==> src/usd_pkg.sv <==
// Overview of operation
// - Sixteen consecutive word slots all alias the receive buffer and transmit holding.
// - Reading the data field returns the received byte from serial or infrared input.
// - Read data is meaningful only while the data-ready flag is set.
// - FIFOs disabled: a new character overwrites an unread buffer and flags overrun.
// - FIFOs enabled: a read returns the entry at the head of the receive FIFO.
// - Receive FIFO full: keep contents, drop the new character, flag overrun.
// - A write supplies a character for the serial or active-low infrared output.
// - FIFOs disabled: one write with the empty flag set clears that flag.
// - FIFOs disabled: further writes before the flag sets again overwrite the character.
// - FIFOs enabled: up to sixteen characters are accepted before the FIFO is full.
// - A write while the transmit FIFO is full is discarded, contents unchanged.
package usd_pkg;

  localparam logic [31:0] SHADOW_BASE  = 32'h5000_1130;
  localparam logic [31:0] SHADOW_SLOT7 = 32'h5000_114C;
  localparam int          SHADOW_SLOTS = 16;
  localparam logic [31:0] SHADOW_LAST  = 32'h5000_116C;
  localparam logic [31:0] FIFO_CTRL_OFFS   = 32'h5000_1180;
  localparam logic [31:0] LINE_STATUS_OFFS = 32'h5000_1184;
  localparam logic [31:0] MODE_CTRL_OFFS   = 32'h5000_1188;

  localparam int RX_FIFO_DEPTH = 8;
  localparam int TX_FIFO_DEPTH = 16;
  localparam int CHAR_WIDTH    = 8;

  localparam int FIFO_ENABLE_BIT = 0;
  localparam int INFRARED_BIT    = 0;

  localparam logic       FIFO_ENABLE_RESET = 1'b0;
  localparam logic       INFRARED_RESET    = 1'b0;
  localparam logic [7:0] CHAR_RESET        = 8'h00;

  localparam logic [1:0] RESP_OKAY   = 2'h0;
  localparam logic [1:0] RESP_SLVERR = 2'h2;

  // Line status byte; field order gives the bit positions (data ready is bit 0, empty is bit 5).
  typedef struct packed {
    logic rsvd7;
    logic rsvd6;
    logic tx_holding_empty_flag;
    logic tx_full;
    logic rx_full;
    logic rsvd2;
    logic overrun;
    logic rx_data_ready_flag;
  } usd_line_status_s;

  typedef struct packed {
    logic       infrared;
    logic [7:0] data;
  } usd_char_s;

endpackage : usd_pkg

==> src/usd_fifo.sv <==
`timescale 1ns/1ps
module usd_fifo #(
  parameter int WIDTH = 8,
  parameter int DEPTH = 8
) (
  // Clock and reset
  input  wire logic             mclk,
  input  wire logic             rst,
  input  wire logic             flush,
  // Fill side
  input  wire logic             in_valid,
  output logic                  in_ready,
  input  wire logic [WIDTH-1:0] in_data,
  // Drain side
  output logic                  out_valid,
  input  wire logic             out_ready,
  output logic [WIDTH-1:0]      out_data
);

  localparam int AW = $clog2(DEPTH);

  logic [WIDTH-1:0] mem [DEPTH];
  logic [AW-1:0]    wr_ptr;
  logic [AW-1:0]    rd_ptr;
  logic [AW:0]      count;
  logic             push;
  logic             pop;

  assign in_ready  = (count != (AW+1)'(DEPTH));
  assign out_valid = (count != '0);
  assign out_data  = mem[rd_ptr];
  assign push      = in_valid && in_ready;
  assign pop       = out_valid && out_ready;

  always_ff @(posedge mclk) begin
    if (push) begin
      mem[wr_ptr] <= in_data;
    end
  end

  always_ff @(posedge mclk) begin
    if (rst || flush) begin
      wr_ptr <= '0;
      rd_ptr <= '0;
      count  <= '0;
    end else begin
      if (push) begin
        wr_ptr <= (wr_ptr == AW'(DEPTH - 1)) ? '0 : wr_ptr + AW'(1);
      end
      if (pop) begin
        rd_ptr <= (rd_ptr == AW'(DEPTH - 1)) ? '0 : rd_ptr + AW'(1);
      end
      count <= count + (AW+1)'(push) - (AW+1)'(pop);
    end
  end

endmodule : usd_fifo

==> src/usd_hold_buf.sv <==
`timescale 1ns/1ps
module usd_hold_buf #(
  parameter int WIDTH = 8
) (
  // Clock and reset
  input  wire logic             mclk,
  input  wire logic             rst,
  input  wire logic             flush,
  // Load side; a load while full overwrites the held word
  input  wire logic             load,
  input  wire logic [WIDTH-1:0] load_data,
  // Take side
  input  wire logic             take,
  output logic                  full,
  output logic [WIDTH-1:0]      data
);

  always_ff @(posedge mclk) begin
    if (rst) begin
      data <= '0;
    end else if (load) begin
      data <= load_data;
    end
  end

  // A load in the same cycle as a take leaves the buffer full with the new word.
  always_ff @(posedge mclk) begin
    if (rst || flush) begin
      full <= 1'b0;
    end else if (load) begin
      full <= 1'b1;
    end else if (take) begin
      full <= 1'b0;
    end
  end

endmodule : usd_hold_buf

==> src/usd_shadow_port.sv <==
// Our own choice: register access over AXI4-Lite.
`timescale 1ns/1ps
module usd_shadow_port (
  // Clock and reset
  input  wire logic        mclk,
  input  wire logic        rst,
  // AXI4-Lite write address
  input  wire logic [31:0] s_axi_awaddr,
  input  wire logic        s_axi_awvalid,
  output logic             s_axi_awready,
  // AXI4-Lite write data
  input  wire logic [31:0] s_axi_wdata,
  input  wire logic [3:0]  s_axi_wstrb,
  input  wire logic        s_axi_wvalid,
  output logic             s_axi_wready,
  // AXI4-Lite write response
  output logic [1:0]       s_axi_bresp,
  output logic             s_axi_bvalid,
  input  wire logic        s_axi_bready,
  // AXI4-Lite read address
  input  wire logic [31:0] s_axi_araddr,
  input  wire logic        s_axi_arvalid,
  output logic             s_axi_arready,
  // AXI4-Lite read data
  output logic [31:0]      s_axi_rdata,
  output logic [1:0]       s_axi_rresp,
  output logic             s_axi_rvalid,
  input  wire logic        s_axi_rready,
  // Received characters from the serial deserialiser
  input  wire logic        sin_valid,
  input  wire logic [7:0]  sin_data,
  // Received characters from the infrared decoder
  input  wire logic        sir_in_valid,
  input  wire logic [7:0]  sir_in_data,
  output logic             rx_ready,
  // Characters for the serial transmitter
  output logic             sout_valid,
  output logic [7:0]       sout_data,
  input  wire logic        sout_ready,
  // Characters for the infrared encoder, inverted for the active-low output
  output logic             sir_out_valid,
  output logic [7:0]       sir_out_data_n,
  input  wire logic        sir_out_ready,
  // Line status levels
  output logic             rx_data_ready_flag,
  output logic             tx_holding_empty_flag,
  output logic             overrun_flag
);

  import usd_pkg::*;

  // Control registers.
  logic             fifo_enable;
  logic             infrared;
  logic             overrun;

  // Write channel state.
  logic             aw_held;
  logic [31:0]      aw_addr;
  logic             w_held;
  logic [31:0]      w_data;
  logic [3:0]       w_strb;
  logic             wr_fire;

  // Read channel state.
  logic             rd_fire;
  logic [31:0]      next_rdata;
  logic [1:0]       next_rresp;

  // Decode.
  logic             wr_shadow;
  logic             rd_shadow;
  logic             wr_fifo_ctrl;
  logic             wr_mode_ctrl;
  logic             rd_status;
  logic             wr_mapped;
  logic             rd_mapped;
  logic             mode_change;

  // Receive path.
  logic             rx_event;
  logic [7:0]       rx_char;
  logic             rx_fifo_in_ready;
  logic             rx_fifo_valid;
  logic [7:0]       rx_fifo_data;
  logic             rx_fifo_pop;
  logic             rx_hold_full;
  logic [7:0]       rx_hold_data;
  logic             rx_hold_take;
  logic             rx_lost;
  logic [7:0]       rx_head;

  // Transmit path.
  logic             tx_write;
  logic             tx_fifo_in_ready;
  logic             tx_fifo_valid;
  usd_char_s        tx_fifo_data;
  logic             tx_hold_full;
  usd_char_s        tx_hold_data;
  logic             tx_drain_ready;
  logic             tx_src_valid;
  usd_char_s        tx_src;
  usd_char_s        tx_in;

  usd_line_status_s status;

  function automatic logic in_shadow(input logic [31:0] addr);
    in_shadow = (addr >= SHADOW_BASE) && (addr <= SHADOW_LAST) && (addr[1:0] == 2'h0);
  endfunction : in_shadow

  // Address and data are taken independently and held until both are present.
  assign s_axi_awready = !aw_held;
  assign s_axi_wready  = !w_held;
  assign wr_fire       = aw_held && w_held && !s_axi_bvalid;

  always_ff @(posedge mclk) begin
    if (rst) begin
      aw_held <= 1'b0;
      aw_addr <= '0;
    end else if (s_axi_awvalid && s_axi_awready) begin
      aw_held <= 1'b1;
      aw_addr <= s_axi_awaddr;
    end else if (wr_fire) begin
      aw_held <= 1'b0;
    end
  end

  always_ff @(posedge mclk) begin
    if (rst) begin
      w_held <= 1'b0;
      w_data <= '0;
      w_strb <= '0;
    end else if (s_axi_wvalid && s_axi_wready) begin
      w_held <= 1'b1;
      w_data <= s_axi_wdata;
      w_strb <= s_axi_wstrb;
    end else if (wr_fire) begin
      w_held <= 1'b0;
    end
  end

  assign wr_shadow    = wr_fire && in_shadow(aw_addr);
  assign wr_fifo_ctrl = wr_fire && (aw_addr == FIFO_CTRL_OFFS);
  assign wr_mode_ctrl = wr_fire && (aw_addr == MODE_CTRL_OFFS);
  assign wr_mapped    = in_shadow(aw_addr) || (aw_addr == FIFO_CTRL_OFFS)
                     || (aw_addr == MODE_CTRL_OFFS) || (aw_addr == LINE_STATUS_OFFS);

  always_ff @(posedge mclk) begin
    if (rst) begin
      s_axi_bvalid <= 1'b0;
      s_axi_bresp  <= RESP_OKAY;
    end else if (wr_fire) begin
      s_axi_bvalid <= 1'b1;
      s_axi_bresp  <= wr_mapped ? RESP_OKAY : RESP_SLVERR;
    end else if (s_axi_bready) begin
      s_axi_bvalid <= 1'b0;
    end
  end

  // Only the low byte lane carries control bits; other lanes are ignored.
  always_ff @(posedge mclk) begin
    if (rst) begin
      fifo_enable <= FIFO_ENABLE_RESET;
    end else if (wr_fifo_ctrl && w_strb[0]) begin
      fifo_enable <= w_data[FIFO_ENABLE_BIT];
    end
  end

  always_ff @(posedge mclk) begin
    if (rst) begin
      infrared <= INFRARED_RESET;
    end else if (wr_mode_ctrl && w_strb[0]) begin
      infrared <= w_data[INFRARED_BIT];
    end
  end

  // Switching FIFO mode empties every buffer so no stale character crosses modes.
  assign mode_change = wr_fifo_ctrl && w_strb[0] && (w_data[FIFO_ENABLE_BIT] != fifo_enable);

  // Read channel: one read at a time, answered on the edge after the address is taken.
  assign s_axi_arready = !s_axi_rvalid;
  assign rd_fire       = s_axi_arvalid && s_axi_arready;
  assign rd_shadow     = rd_fire && in_shadow(s_axi_araddr);
  assign rd_status     = rd_fire && (s_axi_araddr == LINE_STATUS_OFFS);
  assign rd_mapped     = in_shadow(s_axi_araddr) || (s_axi_araddr == FIFO_CTRL_OFFS)
                      || (s_axi_araddr == MODE_CTRL_OFFS) || (s_axi_araddr == LINE_STATUS_OFFS);

  always_comb begin
    next_rdata = '0;
    next_rresp = RESP_OKAY;
    if (in_shadow(s_axi_araddr)) begin
      next_rdata = {24'h00_0000, rx_head};
    end else if (s_axi_araddr == FIFO_CTRL_OFFS) begin
      next_rdata = {31'h0000_0000, fifo_enable};
    end else if (s_axi_araddr == MODE_CTRL_OFFS) begin
      next_rdata = {31'h0000_0000, infrared};
    end else if (s_axi_araddr == LINE_STATUS_OFFS) begin
      next_rdata = {24'h00_0000, status};
    end else if (!rd_mapped) begin
      next_rresp = RESP_SLVERR;
    end
  end

  always_ff @(posedge mclk) begin
    if (rst) begin
      s_axi_rvalid <= 1'b0;
      s_axi_rdata  <= '0;
      s_axi_rresp  <= RESP_OKAY;
    end else if (rd_fire) begin
      s_axi_rvalid <= 1'b1;
      s_axi_rdata  <= next_rdata;
      s_axi_rresp  <= next_rresp;
    end else if (s_axi_rready) begin
      s_axi_rvalid <= 1'b0;
    end
  end

  // Receive source follows the mode; the other source is ignored.
  assign rx_event = infrared ? sir_in_valid : sin_valid;
  assign rx_char  = infrared ? sir_in_data : sin_data;

  // A shadow read consumes the character only when one is there to consume.
  assign rx_fifo_pop  = rd_shadow && fifo_enable && rx_fifo_valid;
  assign rx_hold_take = rd_shadow && !fifo_enable && rx_hold_full;
  assign rx_head      = fifo_enable ? rx_fifo_data : rx_hold_data;

  usd_fifo #(
    .WIDTH (CHAR_WIDTH),
    .DEPTH (RX_FIFO_DEPTH)
  ) u_rx_fifo (
    .mclk      (mclk),
    .rst       (rst),
    .flush     (mode_change),
    .in_valid  (rx_event && fifo_enable),
    .in_ready  (rx_fifo_in_ready),
    .in_data   (rx_char),
    .out_valid (rx_fifo_valid),
    .out_ready (rx_fifo_pop),
    .out_data  (rx_fifo_data)
  );

  usd_hold_buf #(
    .WIDTH (CHAR_WIDTH)
  ) u_rx_hold (
    .mclk      (mclk),
    .rst       (rst),
    .flush     (mode_change),
    .load      (rx_event && !fifo_enable),
    .load_data (rx_char),
    .take      (rx_hold_take),
    .full      (rx_hold_full),
    .data      (rx_hold_data)
  );

  // Serial input cannot be stalled, so ready is advisory; a full buffer means loss.
  assign rx_ready = fifo_enable ? rx_fifo_in_ready : 1'b1;

  // Loss: overwrite of an unread buffer, or arrival at a full FIFO, even one that is
  // popping in the same cycle (the FIFO refuses the push, so contents stay).
  assign rx_lost = rx_event && (fifo_enable ? !rx_fifo_in_ready
                                            : (rx_hold_full && !rx_hold_take));

  // Reading status clears overrun, but a loss in the same cycle keeps it set.
  always_ff @(posedge mclk) begin
    if (rst || mode_change) begin
      overrun <= 1'b0;
    end else begin
      overrun <= (overrun && !rd_status) || rx_lost;
    end
  end

  // Transmit: a shadow write with the low lane enabled queues one character.
  assign tx_write = wr_shadow && w_strb[0];
  assign tx_in    = '{infrared: infrared, data: w_data[7:0]};

  usd_fifo #(
    .WIDTH ($bits(usd_char_s)),
    .DEPTH (TX_FIFO_DEPTH)
  ) u_tx_fifo (
    .mclk      (mclk),
    .rst       (rst),
    .flush     (mode_change),
    .in_valid  (tx_write && fifo_enable),
    .in_ready  (tx_fifo_in_ready),
    .in_data   (tx_in),
    .out_valid (tx_fifo_valid),
    .out_ready (tx_drain_ready && fifo_enable),
    .out_data  (tx_fifo_data)
  );

  // In single-buffer mode a write before the character leaves replaces it.
  usd_hold_buf #(
    .WIDTH ($bits(usd_char_s))
  ) u_tx_hold (
    .mclk      (mclk),
    .rst       (rst),
    .flush     (mode_change),
    .load      (tx_write && !fifo_enable),
    .load_data (tx_in),
    .take      (tx_drain_ready && !fifo_enable),
    .full      (tx_hold_full),
    .data      (tx_hold_data)
  );

  assign tx_src_valid = fifo_enable ? tx_fifo_valid : tx_hold_full;
  assign tx_src       = fifo_enable ? tx_fifo_data : tx_hold_data;

  // Each character goes to the output chosen when it was written.
  assign tx_drain_ready = tx_src_valid && (tx_src.infrared ? sir_out_ready : sout_ready);
  assign sout_valid     = tx_src_valid && !tx_src.infrared;
  assign sir_out_valid  = tx_src_valid && tx_src.infrared;
  assign sout_data      = tx_src.data;
  assign sir_out_data_n = ~tx_src.data;

  // A write that the software makes with the empty flag clear is still handled:
  // it overwrites in single-buffer mode and is dropped by a full FIFO.
  always_comb begin
    status                       = '0;
    status.rx_data_ready_flag    = fifo_enable ? rx_fifo_valid : rx_hold_full;
    status.overrun               = overrun;
    status.rx_full               = fifo_enable && !rx_fifo_in_ready;
    status.tx_full               = fifo_enable && !tx_fifo_in_ready;
    status.tx_holding_empty_flag = fifo_enable ? !tx_fifo_valid : !tx_hold_full;
  end

  assign rx_data_ready_flag    = status.rx_data_ready_flag;
  assign tx_holding_empty_flag = status.tx_holding_empty_flag;
  assign overrun_flag          = overrun;

endmodule : usd_shadow_port

==> config.mk <==
export PLATFORM = sky130hd
export DESIGN_NAME = usd_shadow_port
export DESIGN_NICKNAME = d
export VERILOG_FILES = /design/src/usd_pkg.sv /design/src/usd_fifo.sv /design/src/usd_hold_buf.sv /design/src/usd_shadow_port.sv
export SDC_FILE = /design/constraint.sdc
export NUM_CORES = 1
export LEC_CHECK = 0
export BUFFER_PORTS_ARGS = -buffer_cell sky130_fd_sc_hd__buf_2
export CORE_MARGIN = 2
export CORE_UTILIZATION = 34
export CTS_CLUSTER_DIAMETER = 50
export DETAILED_ROUTE_END_ITERATION = 16
export PLACE_DENSITY_LB_ADDON = 0.05
export SLEW_MARGIN = 20
export SYNTH_ARGS = -nofsm -noshare
export SYNTH_HDL_FRONTEND = slang
export SYNTH_SLANG_ARGS = --single-unit
==> constraint.sdc <==
create_clock -name mclk -period 7.14 [get_ports mclk]
set_input_delay 1.071 -clock mclk [delete_from_list [all_inputs] [get_ports mclk]]
set_output_delay 1.071 -clock mclk [all_outputs]
set_load 0.005 [all_outputs]
==> flow_summary.yaml, run 1 <==
timing:
  report.final.slew_viol_count: 0
  grt_setup_unrepaired: "false"
  fin_crit_ns: 4.466
  finClkSkew_ns: 0.02494
  tightest_slew_ns: 0.9609
  fin_crit_sh: 0.6255
  slew_headroom: 0.3564
  hold_viol_final: 0
  finalSetupViolCount: 0
  max_freq_mhz: 223.9
  timing.setup.tns_ns: 0
finish:
  nFillCells: 3661
  area_growth_pct: 19.73
  layout_commonest_cell: "edfxtp_1"
  antenna_cells: 0
  layout.nets: 1285
  drive_above_1_share: 0.2573
  final_cell_mix: "edfxtp_1 (208), buf_2 (136), nand2_1 (118), dfxtp_1 (105), a21oi_1 (78)"
clocking:
  post-cts-setup-buffers: 0
  clock_latency_ns: 0.57
  root_buffer: "clkbuf_16"
  ctsLongestPathBuffers: 3
  cts_made_buffers: 43
  htree_levels: 2
  clock-sinks: 315
  hold_buffers: 0
  clk_pin_slew_ns: 0.06
  cts_tree: "done"
  ctsResizeCount: 0
floorplanning:
  start_util: 0.3456
  fp.dieArea_um2: 41080
  die_height_um: 202.7
  core_um2: 38830
  num_rows: 72
  die_w_um: 202.7
  io_pins: 190
setup_path:
  cp_max_fo: 12
  slowest_stage: "dfxtp_1"
  worst_setup_path_start_kind: "flip-flop"
  crit_buf_inv: 1
  required_ns: 6.07
  cpLargestDelayFamily: "multiplexers"
  path_cells: "mux4_1 -> mux4_2 -> mux2_2 -> a21boi_0 -> buf_2"
  crit_arrival_ns: 3.40
  rrSetupSlack_ns: 2.92
  cp-end-kind: "output pin"
  cpPeakStageDelay_ns: 0.91
  crit_type: "flip-flop to output pin"
global_route:
  grt_usage: 0.1682
  grt_max_degree: 80
  globalRouteOverflowTotal: 0
  grt_first_pass_wirelength_mm: 52.02
  grt_pass1_vias: 8579
  antenna_found_initial: 1
detailed_routing:
  postRouteAntennaNets: 0
  viasPerCell: 5.022
  dr.first_iter.drc_count: 397
  routed_wl_mm: 33.84
  drtPass1Iterations: 5
  drc: 0
  wl_per_cell_um: 20.04
  vias: 8477
power:
  ir_drop_mv: 0.1863
  p_comb_frac: 0.030
  power_frac_seq: 0.459
  p_sw_frac: 0.2178
  pwr-share-clk: 0.511
  p_leak_nw: 5.639
  internal_power_mw: 3.386
  switching_power_mw: 0.9428
  powerDensity_nw_per_um2: 269.4
  power_mw: 4.329
logic_synthesis:
  synth_top_flop_cell: "edfxtp_1"
  synth-seq-cells: 315
  synth_area_leaders: "edfxtp_1 (47%), dfxtp_1 (16%), mux4_2 (8.6%), nand2_1 (3.3%), a21oi_1 (2.9%)"
  yosysSeqAreaShare: 0.6250
  synth_top_cell_by_area: "edfxtp_1"
  syn-cell-area_um2: 13420
  synth_cell_type_count: 65
  avgSynthCellArea_um2: 13.50
  syn_inst: 994
  synth_top_area_frac: 0.4654
  async_flop_share: 0
  synth-edff-count: 208
  ys.warnings.count: 0
run:
  cap_violations: 0
placed_design:
  port_buffers: 136
  finalWeightedCongestion: 0.7493
  hpwl_mm: 22.22
worst_hold_path:
  holdCritPathClass: "flip-flop to flip-flop"
run_status:
  status: "complete, no violations"
==> state kept, by name, summed over array words and instances, names as in the netlist, 3 cells and up, named ones only <==
register and cells:
u_tx_fifo.wr_ptr 4, u_tx_hold.data 9, s_axi_rdata 8, u_tx_fifo.count 5, u_rx_fifo.rd_ptr 3, u_rx_hold.data 8
aw_addr 32, u_rx_fifo.count 4, w_data 8, u_rx_fifo.mem 64, u_tx_fifo.rd_ptr 4, u_rx_fifo.wr_ptr 3
u_tx_fifo.mem 144
==> final cells by class <==
| cell class | instances | area (um^2) | share of cell area |
|---|---|---|---|
| Sequential cell | 315 | 8391 | 0.5222 |
| Multi-Input combinational cell | 590 | 4617 | 0.2873 |
| Clock buffer | 53 | 1144 | 0.07117 |
| Timing Repair Buffer | 150 | 785.8 | 0.04890 |
| Tap cell | 518 | 648.1 | 0.04034 |
| Clock inverter | 27 | 351.6 | 0.02188 |
| Inverter | 35 | 131.4 | 0.008176 |
==> power groups by stage <==
stage                     sequential, mW  clock [mW]  combinational, mW
after floorplan                     2.02           0             0.0851
after global placement              2.03           0              0.131
after detailed placement            2.03           0              0.132
after CTS                           1.99        2.28              0.132
after global routing                1.99        2.35              0.148
final                               1.99        2.21              0.130
==> path summary, 6_finish.rpt <==
kind	start	to	cells past startpoint
max	flip-flop	sir_out_valid	5
max reg2reg	flip-flop	u_tx_fifo.count[4]	13
min	aw_addr[8]	aw_addr[8]	2
min reg2reg	aw_addr[8]	aw_addr[8]	2
==> Yosys cell counts, types with 6 or more instances <==
library cell,instances
nor2_1,38
a21oi_1,78
buf_4,26
nor3_1,25
mux2i_1,24
dfxtp_1,107
and2_1,8
nand3_1,14
ha_1,21
mux2_2,11
nand4_1,18
and3_1,17
nand3b_1,7
mux4_1,10
nor4_1,9
nand2_1,119
xnor2_1,6
nor2b_1,7
inv_1,35
clkbuf_1,43
o21ai_0,19
mux4_2,51
edfxtp_1,208
==> per-stage QoR <==
step | setup WS (ns) | instances | instance area, um^2 | hold WS (ns) | util
finish | 2.674 | 1688 | 16070 | 0.4509 | 0.4138
global route | 2.530 | 1688 | 16070 | 0.4755 | 0.4138
CTS | 2.543 | 1688 | 16070 | 0.4535 | 0.4138
detailed placement | 2.818 | 1608 | 14570 | 0.4460 | 0.3753
global placement | 2.851 | 1608 | 14560 | 0.4440 | 0.3751
floorplan | 3.786 | 1019 | 13510 | 0.4316 | -
==> worst reg2reg max path: cells and delay by family, from the launching register on <==
kind,cells,cell delay [ns]
AOI/OAI and AO/OA,1,0.16
xor gates and xnor gates,1,0.13
adders and majority gates,3,0.92
buffers and inverters,1,0.04
DFF,1,0.91
muxes,3,1.60
and+or+nand+nor,4,0.33
==> routing by layer <==
layer	vias up	GRT usage	wire (um)
met5	-	0	16
met4	2	0.06648	1039
met3	66	0.02745	1312
met2	183	0.2893	16850
met1	4222	0.2122	14620
li1	4004	-	-
==> logic make-up after synthesis <==
family / synth area share
other: 0.0002794
buffers and inverters: 0.04018
AOI/OAI and AO/OA: 0.06498
muxes: 0.1334
and+or+nand+nor: 0.1090
adders and majority gates: 0.02256
DFF: 0.6250
xor gates and xnor gates: 0.004568
(Power assumes the default switching activity.)
==> run 2, diff against run 1 <==
==> constraint.sdc (replaced) <==
create_clock -name mclk -period 4.3 [get_ports mclk]
set_input_delay 0.645 -clock mclk [delete_from_list [all_inputs] [get_ports mclk]]
set_output_delay 0.645 -clock mclk [all_outputs]
set_load 0.005 [all_outputs]
==> flow_summary.yaml, run 2 (synthesis results as in run 1) <==
run_status:
  status: "complete, no violations"
detailed_routing:
  vias: 8522
  wl_per_cell_um: 20.33
  dr.first_iter.drc_count: 337
  routed_wl_mm: 34.42
  viasPerCell: 5.034
  drtPass1Iterations: 5
  postRouteAntennaNets: 0
  drc: 0
timing:
  timing.setup.tns_ns: 0
  hold_viol_final: 0
  report.final.slew_viol_count: 0
  hold_ws_ns: 0.3428
  tightest_slew_ns: 1.038
  grt_setup_unrepaired: "false"
  fin_crit_sh: 0.8666
  max_freq_mhz: 268.3
  fin_crit_ns: 3.727
  finClkSkew_ns: 0.02440
  finalSetupViolCount: 0
  slew_headroom: 0.3050
power:
  p_leak_nw: 5.593
  power_mw: 6.789
  ir_drop_mv: 0.3581
  powerDensity_nw_per_um2: 425.4
clocking:
  hold_buffers: 0
  clock-sinks: 315
  clk_pin_slew_ns: 0.06
  post-cts-setup-buffers: 0
  htree_levels: 2
  ctsLongestPathBuffers: 3
  cts_made_buffers: 40
  cts_tree: "done"
  clock_latency_ns: 0.54
  ctsResizeCount: 0
  root_buffer: "clkbuf_16"
finish:
  layout.nets: 1294
  multi_input_area_um2: 4606
  top_regs: "u_tx_fifo.mem: 144 flops, u_rx_fifo.mem: 64 flops, aw_addr: 32 flops"
  antenna_cells: 0
  nFillCells: 3680
  final_cell_mix: "edfxtp_1 (208), buf_2 (136), nand2_1 (118), dfxtp_1 (105), a21oi_1 (78)"
  largest_reg_flops: 144
  seq_area_um2: 8391
  drive_above_1_share: 0.2562
  layout_commonest_cell: "edfxtp_1"
  area_growth_pct: 18.93
  top_register: "u_tx_fifo.mem"
setup_path:
  crit_type: "flip-flop to flip-flop"
  crit_path_end: "u_tx_fifo.count[4]"
  required_ns: 4.72
  r2r_cells: 13
  worst_setup_path_start_kind: "flip-flop"
  r2r_end: "u_tx_fifo.count[4]"
  crit_arrival_ns: 4.15
  rrSetupSlack_ns: 0.57
  cp_common_cell: "nor2_1"
  cp_max_fo: 6
  slowest_stage: "mux4_1"
  cp-end-kind: "flip-flop"
  cpPeakStageDelay_ns: 0.61
  path_cells: "mux4_1 -> mux4_2 -> mux2i_1 -> nor2_1 -> ha_1 -> inv_1 -> ha_1 -> fa_1 -> a21oi_1 -> nor2_1 -> nor2_1 -> xnor2_1 -> nor2_1"
floorplanning:
  core_um2: 38830
  start_util: 0.3456
  num_rows: 72
  io_pins: 190
  fp.dieArea_um2: 41080
  die_height_um: 202.7
  die_w_um: 202.7
placed_design:
  port_buffers: 136
  hpwl_mm: 23.00
  finalWeightedCongestion: 0.7744
global_route:
  grt_first_pass_wirelength_mm: 52.63
  met1_usage: 0.2214
  grt_util_met3: 0.02648
  antenna_found_initial: 0
  grt_usage: 0.1688
  grt_max_degree: 58
  grt_busiest_layer: "met2"
  grt_pass1_vias: 8708
  gr-usage-met2: 0.2895
  globalRouteOverflowTotal: 0
worst_hold_path:
  holdCritPathClass: "input port to flip-flop"
run:
  cap_violations: 0
run 2: layout make-up:
type | count | share of cell area
inverters | 35 | 0.008231
flip-flops and latches | 315 | 0.5257
clock inverters | 27 | 0.01725
repair buffers | 162 | 0.05488
clock buffers | 46 | 0.06475
multi-input cells | 590 | 0.2886
well taps | 518 | 0.04061
run 2: worst min-delay path by stage:
stage | slack (ns) | startpoint | endpoint | depth (start not counted)
floorplan | 0.43 | aw_addr[12] | aw_addr[12] | 2
global placement | 0.45 | aw_addr[12] | aw_addr[12] | 2
detailed placement | 0.45 | aw_addr[28] | aw_addr[28] | 2
CTS | 0.32 | s_axi_wdata[6] | w_data[6] | 3
global route | 0.34 | s_axi_awaddr[26] | aw_addr[26] | 3
finish | 0.34 | s_axi_wdata[0] | w_data[0] | 3
run 2: where the power goes:
group / internal [mW] / switching (mW) / total (mW) / leakage, nW
clock network: 1.94 / 1.33 / 3.27 / 0.623
registers: 3.26 / 0.0460 / 3.30 / 2.70
logic: 0.0868 / 0.132 / 0.219 / 2.27
total: 5.28 / 1.51 / 6.79 / 5.59
run 2: per-stage QoR:
stage / utilization / instances / setup slack [ns] / cell area [um^2]
floorplan: - / 1019 / 0.9458 / 13510
global placement: 0.3773 / 1620 / 0.5506 / 14650
detailed placement: 0.3773 / 1620 / 0.5597 / 14650
CTS: 0.4110 / 1693 / 0.5406 / 15960
global route: 0.4111 / 1693 / 0.3199 / 15960
finish: 0.4111 / 1693 / 0.5735 / 15960
run 2: per-layer routing:
layer | up-vias | wire length, um
li1 | 4026 | -
met1 | 4261 | 15320
met2 | 188 | 16950
met3 | 47 | 1417
met4 | 0 | 726
met5 | - | 0
run 2: worst max-delay path: cells and delay by family (launching register included):
family | cells | cell delay, ns
flops | 1 | 0.54
buf+inv | 1 | 0.04
compound gates | 1 | 0.16
xor+xnor | 1 | 0.13
mux | 3 | 1.52
fa+ha+maj | 3 | 0.89
simple gates | 4 | 0.33
